`config.mk`:
```
export PLATFORM = sky130hd
export DESIGN_NAME = tap_controller
export DESIGN_NICKNAME = d
export VERILOG_FILES = /design/src/rtl/tap_pkg.sv /design/src/rtl/tap_sync.sv /design/src/rtl/tap_controller.sv
export VERILOG_INCLUDE_DIRS = /design/src /design/src/rtl
export SDC_FILE = /design/constraint.sdc
export NUM_CORES = 1
export LEC_CHECK = 0
export BUFFER_PORTS_ARGS = -buffer_cell sky130_fd_sc_hd__clkbuf_2
export CORE_MARGIN = 2
export CORE_UTILIZATION = 54
export CTS_CLUSTER_SIZE = 12
export DETAILED_ROUTE_END_ITERATION = 7
export PLACE_DENSITY = 0.77
export SLEW_MARGIN = 20
export SYNTH_ARGS = -nofsm -noshare
export SYNTH_HDL_FRONTEND = slang
export SYNTH_HIERARCHICAL = 1
export SYNTH_SLANG_ARGS = --single-unit
```
`constraint.sdc`:
```
create_clock -name clock -period 3.3 [get_ports clock]
set_clock_uncertainty 0.1 [all_clocks]
set_input_delay 0.165 -clock clock [delete_from_list [all_inputs] [get_ports clock]]
set_output_delay 0.165 -clock clock [all_outputs]
set_load 0.005 [all_outputs]
```
`src/rtl/tap_regs.svh`:
```
// Constants for the boundary-scan test access port
`ifndef TAP_REGS_SVH
`define TAP_REGS_SVH

// Instruction codes
`define INSTR_EXTEST 4'h0
`define INSTR_SAMPLE 4'h1
`define INSTR_IDCODE 4'h2
`define INSTR_HIGHZ 4'h4
`define INSTR_BYPASS 4'hF

// Instruction capture pattern, low two bits fixed at 01
`define IR_CAPTURE 4'h1

// Identification word fields
`define ID_VERSION 4'h3 // Arbitrary value
`define ID_PART 16'h5A17 // Arbitrary value
`define ID_MAKER 11'h1C6 // Arbitrary value
`define ID_LSB_ONE 1'h1

// Test-logic-reset after this many TMS-high edges
`define TMS_RESET_COUNT 3'h5

// Pin levels held by the synchroniser in reset, fields tck, tms, tdi,
// trst_n: clock low, select high, data low, reset pin released
`define PINS_IDLE 4'h5

// Default length of the boundary chain
`define BSR_LEN 8

`endif

```
`src/rtl/tap_pkg.sv`:
```
// Types shared by the test access port
package tap_pkg;

  // Sixteen controller states
  typedef enum logic [3:0] {
    st_reset, st_idle, st_sel_dr, st_cap_dr, st_shift_dr, st_exit1_dr,
    st_pause_dr, st_exit2_dr, st_upd_dr, st_sel_ir, st_cap_ir,
    st_shift_ir, st_exit1_ir, st_pause_ir, st_exit2_ir, st_upd_ir
  } tap_state_e;

  // Synchronised tester pins
  typedef struct packed {
    logic tck;
    logic tms;
    logic tdi;
    logic trst_n;
  } tap_pins_s;

endpackage

```
`src/rtl/tap_sync.sv`:
```
// Two-stage synchroniser for the tester pins
`timescale 1ns/1ps
`default_nettype none
`include "tap_regs.svh"
module tap_sync
  import tap_pkg::*;
(
  // Clock and reset
  input wire logic clock,
  input wire logic reset,
  // Raw pins and synchronised copy
  input wire tap_pins_s raw,
  output var tap_pins_s synced
);

  // ----------------------------------------
  // State
  // ----------------------------------------
  typedef struct packed {
    tap_pins_s s1; // First stage, read only by second
    tap_pins_s s2; // Second stage
  } sync_s;

  sync_s state_q;
  sync_s state_d;

  // Shift pins through both stages
  always_comb begin
    state_d = state_q;
    state_d.s1 = raw;
    state_d.s2 = state_q.s1;
  end

  // Register the copy
  always_ff @(posedge clock or posedge reset) begin
    if (reset) begin
      // Idle pin levels, so no false pin reset follows a system reset
      state_q.s1 <= `PINS_IDLE;
      state_q.s2 <= `PINS_IDLE;
    end else begin
      state_q <= state_d;
    end
  end

  assign synced = state_q.s2;

endmodule
`default_nettype wire

```
`src/rtl/tap_controller.sv`:
```
// Boundary-scan test access port controller with its scan registers
`timescale 1ns/1ps
`default_nettype none
`include "tap_regs.svh"

module tap_controller
  import tap_pkg::*;
#(
  parameter logic [3:0] ID_VERSION = `ID_VERSION, // Arbitrary value
  parameter logic [15:0] ID_PART = `ID_PART, // Arbitrary value
  parameter logic [10:0] ID_MAKER = `ID_MAKER // Arbitrary value
)
(
  // System clock and reset
  input wire logic clock,
  input wire logic reset,
  // Tester pins
  input wire logic tck,
  input wire logic tms,
  input wire logic tdi,
  input wire logic trst_n,
  output logic tdo,
  output logic tdo_oe,
  // Boundary cells
  input wire logic [`BSR_LEN-1:0] pin_sample,
  output logic [`BSR_LEN-1:0] pin_drive,
  output logic pin_test_mode,
  // Core control
  output logic outputs_disable,
  output logic queue_enable
);

  // ----------------------------------------
  // Synchronised pins
  // ----------------------------------------
  tap_pins_s raw; // Raw pins grouped
  tap_pins_s pins; // Pins after two flops
  assign raw = '{tck: tck, tms: tms, tdi: tdi, trst_n: trst_n};

  tap_sync u_sync (
    .clock(clock),
    .reset(reset),
    .raw(raw),
    .synced(pins)
  );

  // ----------------------------------------
  // State
  // ----------------------------------------
  typedef struct packed {
    tap_state_e fsm; // Controller state
    logic tck_prev; // TCK one sample ago
    logic [3:0] ir_shift; // Instruction shifter
    logic [3:0] ir_hold; // Active instruction
    logic bypass; // Bypass stage
    logic [31:0] id_shift; // Identification shifter
    logic [`BSR_LEN-1:0] bsr_shift; // Boundary shifter
    logic [`BSR_LEN-1:0] bsr_upd; // Boundary update cells
    logic tdo; // Serial output, changes on falling TCK
    logic tdo_oe; // Output enable
    logic was_reset; // Controller has been reset once
    logic [2:0] tms_ones; // Run of TMS-high edges
    logic [`BSR_LEN-1:0] pin_meta; // Boundary inputs, first stage
    logic [`BSR_LEN-1:0] pin_sync; // Boundary inputs, second stage
  } tap_s;

  tap_s state_q;
  tap_s state_d;

  // Identification word assembly
  function automatic logic [31:0] id_word();
    id_word = {ID_VERSION, ID_PART, ID_MAKER, `ID_LSB_ONE};
  endfunction

  // Next controller state for a TMS level
  function automatic tap_state_e next_state(tap_state_e s, logic m);
    case (s)
      st_reset: next_state = m ? st_reset : st_idle;
      st_idle: next_state = m ? st_sel_dr : st_idle;
      st_sel_dr: next_state = m ? st_sel_ir : st_cap_dr;
      st_cap_dr: next_state = m ? st_exit1_dr : st_shift_dr;
      st_shift_dr: next_state = m ? st_exit1_dr : st_shift_dr;
      st_exit1_dr: next_state = m ? st_upd_dr : st_pause_dr;
      st_pause_dr: next_state = m ? st_exit2_dr : st_pause_dr;
      st_exit2_dr: next_state = m ? st_upd_dr : st_shift_dr;
      st_upd_dr: next_state = m ? st_sel_dr : st_idle;
      st_sel_ir: next_state = m ? st_reset : st_cap_ir;
      st_cap_ir: next_state = m ? st_exit1_ir : st_shift_ir;
      st_shift_ir: next_state = m ? st_exit1_ir : st_shift_ir;
      st_exit1_ir: next_state = m ? st_upd_ir : st_pause_ir;
      st_pause_ir: next_state = m ? st_exit2_ir : st_pause_ir;
      st_exit2_ir: next_state = m ? st_upd_ir : st_shift_ir;
      st_upd_ir: next_state = m ? st_sel_dr : st_idle;
      default: next_state = st_reset;
    endcase
  endfunction

  // ----------------------------------------
  // Decode
  // ----------------------------------------
  logic tck_rise; // TCK rising edge seen
  logic tck_fall; // TCK falling edge seen
  logic sel_bsr; // Boundary chain in path
  logic sel_id; // Identification in path
  logic sel_byp; // Bypass in path

  always_comb begin
    tck_rise = pins.tck & ~state_q.tck_prev;
    tck_fall = ~pins.tck & state_q.tck_prev;
    sel_bsr = (state_q.ir_hold == `INSTR_EXTEST) ||
              (state_q.ir_hold == `INSTR_SAMPLE);
    sel_id = (state_q.ir_hold == `INSTR_IDCODE);
    sel_byp = !sel_bsr && !sel_id;
  end

  // ----------------------------------------
  // Next-state logic
  // ----------------------------------------
  always_comb begin
    state_d = state_q;
    state_d.tck_prev = pins.tck;
    // Boundary inputs pass two flops before the capture reads them
    state_d.pin_meta = pin_sample;
    state_d.pin_sync = state_q.pin_meta;
    if (!pins.trst_n) begin
      // Pin reset forces the reset state and identification instruction, and turns off the output enable
      state_d.fsm = st_reset;
      state_d.ir_hold = `INSTR_IDCODE;
      state_d.was_reset = 1'b1;
      state_d.tms_ones = '0;
      state_d.tdo_oe = 1'b0;
    end else if (tck_rise) begin
      // Every transition except pin and system reset on a rising TCK edge
      state_d.fsm = next_state(state_q.fsm, pins.tms);
      // Count TMS-high run
      if (pins.tms) begin
        if (state_q.tms_ones < `TMS_RESET_COUNT) begin
          state_d.tms_ones = state_q.tms_ones + 3'h1;
        end
      end else begin
        state_d.tms_ones = '0;
      end
      case (state_q.fsm)
        st_cap_ir: state_d.ir_shift = `IR_CAPTURE;
        st_shift_ir: begin
          // LSB leaves first toward TDO
          state_d.ir_shift = {pins.tdi,
                              state_q.ir_shift[3:1]};
        end
        st_cap_dr: begin
          if (sel_byp) state_d.bypass = 1'b0;
          if (sel_id) state_d.id_shift = id_word();
          if (sel_bsr) state_d.bsr_shift = state_q.pin_sync;
        end
        st_shift_dr: begin
          if (sel_byp) state_d.bypass = pins.tdi;
          if (sel_id) begin
            state_d.id_shift = {pins.tdi, state_q.id_shift[31:1]};
          end
          if (sel_bsr) begin
            state_d.bsr_shift = {pins.tdi,
                                 state_q.bsr_shift[`BSR_LEN-1:1]};
          end
        end
        // Pause states keep the shifters unchanged
        default: begin
          state_d.ir_shift = state_q.ir_shift;
        end
      endcase
      // Sticky reset marker once the machine sits in reset
      if (next_state(state_q.fsm, pins.tms) == st_reset) begin
        state_d.was_reset = 1'b1;
      end
    end else if (tck_fall) begin
      // Falling edge: update stages and serial output
      case (state_q.fsm)
        st_reset: state_d.ir_hold = `INSTR_IDCODE;
        st_upd_ir: state_d.ir_hold = state_q.ir_shift;
        st_upd_dr: begin
          if (sel_bsr) state_d.bsr_upd = state_q.bsr_shift;
        end
        default: state_d.ir_hold = state_q.ir_hold;
      endcase
      state_d.tdo_oe = (state_q.fsm == st_shift_ir) ||
                       (state_q.fsm == st_shift_dr);
      if (state_q.fsm == st_shift_ir) begin
        state_d.tdo = state_q.ir_shift[0];
      end else if (sel_id) begin
        state_d.tdo = state_q.id_shift[0];
      end else if (sel_bsr) begin
        state_d.tdo = state_q.bsr_shift[0];
      end else begin
        state_d.tdo = state_q.bypass;
      end
    end
  end

  // ----------------------------------------
  // Registers
  // ----------------------------------------
  always_ff @(posedge clock or posedge reset) begin
    if (reset) begin
      // System reset puts the controller in idle with bypass, not in its reset state
      state_q <= '0;
      state_q.fsm <= st_idle;
      state_q.ir_hold <= `INSTR_BYPASS;
    end else begin
      state_q <= state_d;
    end
  end

  // ----------------------------------------
  // Outputs
  // ----------------------------------------
  always_comb begin
    tdo = state_q.tdo;
    tdo_oe = state_q.tdo_oe;
    pin_drive = state_q.bsr_upd;
    // Test logic is inactive in reset and idle unless instructed
    pin_test_mode = (state_q.ir_hold == `INSTR_EXTEST) &&
                    (state_q.fsm != st_reset);
    outputs_disable = (state_q.ir_hold == `INSTR_HIGHZ) &&
                      (state_q.fsm != st_reset);
    queue_enable = state_q.was_reset;
  end

  // ----------------------------------------
  // Checks
  // ----------------------------------------
  chk_tms_reset_run: assert property (
    @(posedge clock) disable iff (reset)
    (tck_rise && pins.tms && pins.trst_n &&
     state_q.tms_ones == `TMS_RESET_COUNT - 3'h1)
    |=> (state_q.fsm == st_reset))
    else $error("five TMS-high edges did not reach reset");

  chk_queue_hold: assert property (
    @(posedge clock) disable iff (reset)
    $rose(queue_enable) |-> (state_q.fsm == st_reset))
    else $error("queue enabled without controller reset");

  chk_no_move_idle: assert property (
    @(posedge clock) disable iff (reset)
    (!tck_rise && pins.trst_n) |=> $stable(state_q.fsm))
    else $error("state moved without rising TCK");

  chk_sel_ir_exit: assert property (
    @(posedge clock) disable iff (reset)
    (tck_rise && pins.trst_n && state_q.fsm == st_sel_ir && pins.tms)
    |=> state_q.fsm == st_reset)
    else $error("select-IR with TMS high missed reset");

  chk_ir_capture: assert property (
    @(posedge clock) disable iff (reset)
    (tck_rise && pins.trst_n && state_q.fsm == st_cap_ir)
    |=> state_q.ir_shift[1:0] == 2'b01)
    else $error("capture pattern low bits not 01");

  chk_pause_hold: assert property (
    @(posedge clock) disable iff (reset)
    (state_q.fsm == st_pause_ir && pins.trst_n) |=> $stable(state_q.ir_shift))
    else $error("instruction shifter changed in pause");

  chk_ir_update: assert property (
    @(posedge clock) disable iff (reset)
    (tck_fall && pins.trst_n && state_q.fsm == st_upd_ir)
    |=> state_q.ir_hold == $past(state_q.ir_shift))
    else $error("instruction not latched in update");

  chk_bypass_clear: assert property (
    @(posedge clock) disable iff (reset)
    (tck_rise && pins.trst_n && state_q.fsm == st_cap_dr && sel_byp)
    |=> !state_q.bypass)
    else $error("bypass stage not cleared on capture");

  chk_highz_out: assert property (
    @(posedge clock) disable iff (reset)
    (state_q.ir_hold == `INSTR_HIGHZ && state_q.fsm != st_reset)
    |-> outputs_disable && sel_byp)
    else $error("high-impedance instruction not honoured");

endmodule
`default_nettype wire

```
==> metrics.txt <==
# TYPE chip_impl_metric gauge
chip_impl_info{name="timing.rr.end",value="state_q[33]"} 1
chip_impl_metric{name="post_cts_setup_buffer_count",unit=""} 0
chip_impl_metric{name="final_std_cells_w_o_fill",unit=""} 460
chip_impl_info{name="status",value="finished, final reports clean"} 1
chip_impl_metric{name="synth_area",unit="mm²"} 0.00375
chip_impl_metric{name="post-route-min-period",unit="ns"} 2.26
chip_impl_info{name="rr_startpoint",value="state_q[82]"} 1
chip_impl_metric{name="setup-violations-final",unit=""} 0
chip_impl_metric{name="post-route-period-util",unit=""} 0.686
chip_impl_metric{name="insertion_delay",unit="ns"} 0.36
chip_impl_info{name="critical_path.top_delay_family",value="compound AO/OA/AOI/OAI gates"} 1
chip_impl_metric{name="clk_transition_reported_paths",unit="ns"} 0.09
chip_impl_metric{name="clock_sinks",unit=""} 89
chip_impl_info{name="top_reg_cell_synth",value="sky130_fd_sc_hd__dfrtp_1"} 1
chip_impl_info{name="synthMostInstantiatedCell",value="sky130_fd_sc_hd__dfrtp_1"} 1
chip_impl_info{name="setup_repair_after_global_routing_missed_its_margin",value="no"} 1
chip_impl_metric{name="wl_per_cell",unit="µm"} 14.5
chip_impl_info{name="kind_of_path_behind_the_tightest_hold_check",value="input port to asynchronous set/reset pin"} 1
chip_impl_metric{name="post_synth_inst_count",unit=""} 351
chip_impl_metric{name="synth_top_area_share",unit=""} 0.534
chip_impl_metric{name="cts-htree-levels",unit=""} 3
chip_impl_metric{name="power-per-cell-area",unit="mW/mm²"} 478
chip_impl_metric{name="yosys.cell_types.count",unit=""} 49
chip_impl_metric{name="detail-route-antenna-nets",unit=""} 0
chip_impl_info{name="crit_path_top_delay_cell",value="sky130_fd_sc_hd__o211ai_1"} 1
chip_impl_metric{name="synthesis.area_per_instance",unit="µm²"} 10.7
chip_impl_metric{name="synth_edf_count",unit=""} 0
chip_impl_metric{name="finish.net_count",unit=""} 389
chip_impl_info{name="timing.setup.critical_path_class",value="flip-flop to flip-flop"} 1
chip_impl_metric{name="cts-root-to-sink-buffers",unit=""} 2
chip_impl_metric{name="layout-area-overhead-vs-synth",unit="%"} 11.2
chip_impl_metric{name="num_antenna_cells",unit=""} 0
chip_impl_metric{name="vias_in_the_first_global_route",unit=""} 2467
chip_impl_info{name="cts_root_buffer",value="sky130_fd_sc_hd__clkbuf_8"} 1
chip_impl_info{name="clock_tree_from_tritoncts",value="done"} 1
chip_impl_metric{name="cts_inserted_buffers",unit=""} 9
chip_impl_info{name="synth.largest_area_cell",value="sky130_fd_sc_hd__dfrtp_1"} 1
chip_impl_metric{name="cellLeakagePower",unit="nW"} 1.94
chip_impl_metric{name="final_hold_viol_count",unit=""} 0
chip_impl_metric{name="detail_route.iter0.violations",unit=""} 203
chip_impl_metric{name="detail_route.wirelength",unit="µm"} 6650
chip_impl_metric{name="grt_usage",unit=""} 0.193
chip_impl_metric{name="vias_per_cell",unit=""} 5.53
chip_impl_metric{name="grt_antenna_before_repair",unit=""} 0
chip_impl_metric{name="max-cap-violations",unit=""} 0
chip_impl_metric{name="ys_async_sr_fraction",unit=""} 1.00
chip_impl_metric{name="ys_seq_area_frac",unit=""} 0.597
chip_impl_metric{name="tightest_slew",unit="ns"} 0.944
chip_impl_metric{name="drc_errors",unit=""} 0
chip_impl_metric{name="grt_start_max_net_pins",unit=""} 58
chip_impl_metric{name="ctsResizeCount",unit=""} 0
chip_impl_metric{name="hpwlAfterDp",unit="µm"} 4210
chip_impl_metric{name="dpl.cell_count",unit=""} 431
chip_impl_metric{name="die_y",unit="µm"} 87.3
chip_impl_metric{name="drt_pre_antenna_iters",unit=""} 4
chip_impl_metric{name="crit_path_max_incr_delay",unit="ns"} 0.76
chip_impl_metric{name="syn-num-nets",unit=""} 365
chip_impl_metric{name="grt_first_pass_wirelength",unit="µm"} 11400
chip_impl_metric{name="setup_tns",unit="ns"} 0
chip_impl_metric{name="start_util",unit=""} 0.555
chip_impl_metric{name="maxSlewViolCount",unit=""} 0
chip_impl_metric{name="worst-path-buf-inv",unit=""} 0
chip_impl_info{name="synthTopCellsByArea",value="sky130_fd_sc_hd__dfrtp_1 53%, sky130_fd_sc_hd__dfstp_2 6.3%, sky130_fd_sc_hd__nand2_1 4.6%"} 1
chip_impl_metric{name="timing.max_slew.rel_slack",unit=""} 0.371
chip_impl_metric{name="reg2reg_depth",unit=""} 3
chip_impl_metric{name="grt.overflow.total",unit=""} 0
chip_impl_info{name="timing.critical_path.cells",value="and3b_1 -> o211ai_1 -> o21ai_0"} 1
chip_impl_metric{name="ir_drop",unit="mV"} 0.267
chip_impl_metric{name="worstPathArrival",unit="ns"} 2.37
chip_impl_metric{name="std_cell_rows",unit=""} 30
chip_impl_metric{name="floorplan.die.width",unit="µm"} 87.3
chip_impl_metric{name="crit_fanout",unit=""} 20
chip_impl_metric{name="number_of_top_level_design_ports",unit=""} 27
chip_impl_metric{name="crit_required",unit="ns"} 3.40
chip_impl_metric{name="worst-r2r-setup-slack",unit="ns"} 1.04
chip_impl_info{name="critical_path_end_type",value="flip-flop"} 1
chip_impl_metric{name="max_freq",unit="GHz"} 0.442
chip_impl_info{name="synth.cells.most_frequent",value="80 x sky130_fd_sc_hd__dfrtp_1, 46 x sky130_fd_sc_hd__nand2_1, 40 x sky130_fd_sc_hd__nor2_1"} 1
chip_impl_metric{name="num_vias",unit=""} 2542
chip_impl_metric{name="post_route_cells_drive_above_1_share",unit=""} 0.189
chip_impl_metric{name="die_area",unit="mm²"} 0.00762
chip_impl_metric{name="floorplan.core_area",unit="mm²"} 0.00676
chip_impl_metric{name="finalWeightedCongestion",unit=""} 0.828
chip_impl_metric{name="ys_seq_elements",unit=""} 89
chip_impl_metric{name="synth_warnings",unit=""} 6
chip_impl_metric{name="port_buffers",unit=""} 26
chip_impl_info{name="worst_setup_path_start_kind",value="flip-flop"} 1
==> registers in the layout, summed over array words and instances (netlist names) <==
| name | cells |
|---|---|
| state_d | 8 |
| u_sync/state_d | 4 |
| u_sync/synced | 4 |
| tdo | 1 |
| tdo_oe | 1 |
| state_q | 62 |
| queue_enable | 1 |
| pin_drive | 8 |
==> placed cells by master (no fill, tap or decap), drive strengths merged, types with 2 or more instances in the layout <==
cell type,count
a211o,2
a21oi,8
a31oi,3
a32o,2
a32oi,2
and3,2
buf,4
clkbuf,36
clkinv,3
dfrtp,80
dfstp,9
dlygate4sd3,13
inv,9
mux2,9
mux2i,7
nand2,46
nand2b,3
nand3,22
nor2,40
nor2b,7
nor3,19
nor3b,3
nor4,5
nor4b,2
o211ai,3
o21ai,23
==> layout make-up <==
class,count,area (µm²)
inverter,8,31.3
timing repair buffer,43,290
clock buffer,10,138
clock inverter,6,72.6
multi-input combinational,224,1300
tap,80,100
fill,544,2590
sequential,89,2240
==> layer usage <==
metal  up-vias  part of all wire  track usage
met2        67              0.50        0.307
met1      1230              0.45        0.258
met5         -                 0            0
met3         3             0.052       0.0626
li1       1242                 -            -
met4         0            0.0032       0.0462
==> worst max-delay path by stage <==
stage,to,from,cells after the start,slack (ns)
after CTS,state_q[33],state_q[82],3,1.06
final,state_q[33],state_q[82],3,1.04
after global routing,state_q[33],state_q[82],3,0.86
after floorplan,pin_drive[0],reset,1,0.96
after global placement,state_q[37],state_q[82],3,1.18
after detailed placement,state_q[33],state_q[82],3,1.06
==> per-stage QoR <==
stage	utilization	hold WS (ns)	cell area, µm²	setup slack (ns)	power, mW
4_1_cts	0.617	0.183	4170	1.06	2.01
3_3_place_gp	0.566	0.0143	3830	1.18	1.22
5_1_grt	0.617	0.196	4170	0.859	2.08
3_5_place_dp	0.566	0.0259	3830	1.06	1.23
2_1_floorplan	-	-0.122	3750	0.963	1.20
6_report	0.617	0.182	4170	1.04	1.99
==> logic make-up (layout without fill, tap and decap cells) <==
family,Yosys count,in the layout,share of synthesized area
AOI/OAI and AO/OA,50,50,0.0838
xor gates and xnor gates,1,1,0.00234
buffers and inverters,38,67,0.0568
DFF,89,89,0.597
muxes,16,16,0.0538
and+or+nand+nor,157,157,0.206
==> worst reg2reg max path: stages, from the launching register on <==
cell	delay (ns)
sky130_fd_sc_hd__dfrtp_1	0.72
sky130_fd_sc_hd__and3b_1	0.29
sky130_fd_sc_hd__o211ai_1	0.76
sky130_fd_sc_hd__o21ai_0	0.24
==> power by group <==
group,total [mW],switching (mW),internal (mW)
registers,1.14,0.0213,1.12
logic,0.0775,0.0434,0.0340
clock network,0.774,0.396,0.378
==> repair_timing <==
item | CTS | global route
endpoints found under the hold margin | 71 | 0
setup endpoints to repair | 0 | 0
hold buffers | 13 | 0
No activity file was read; power rests on OpenSTA's default activity.
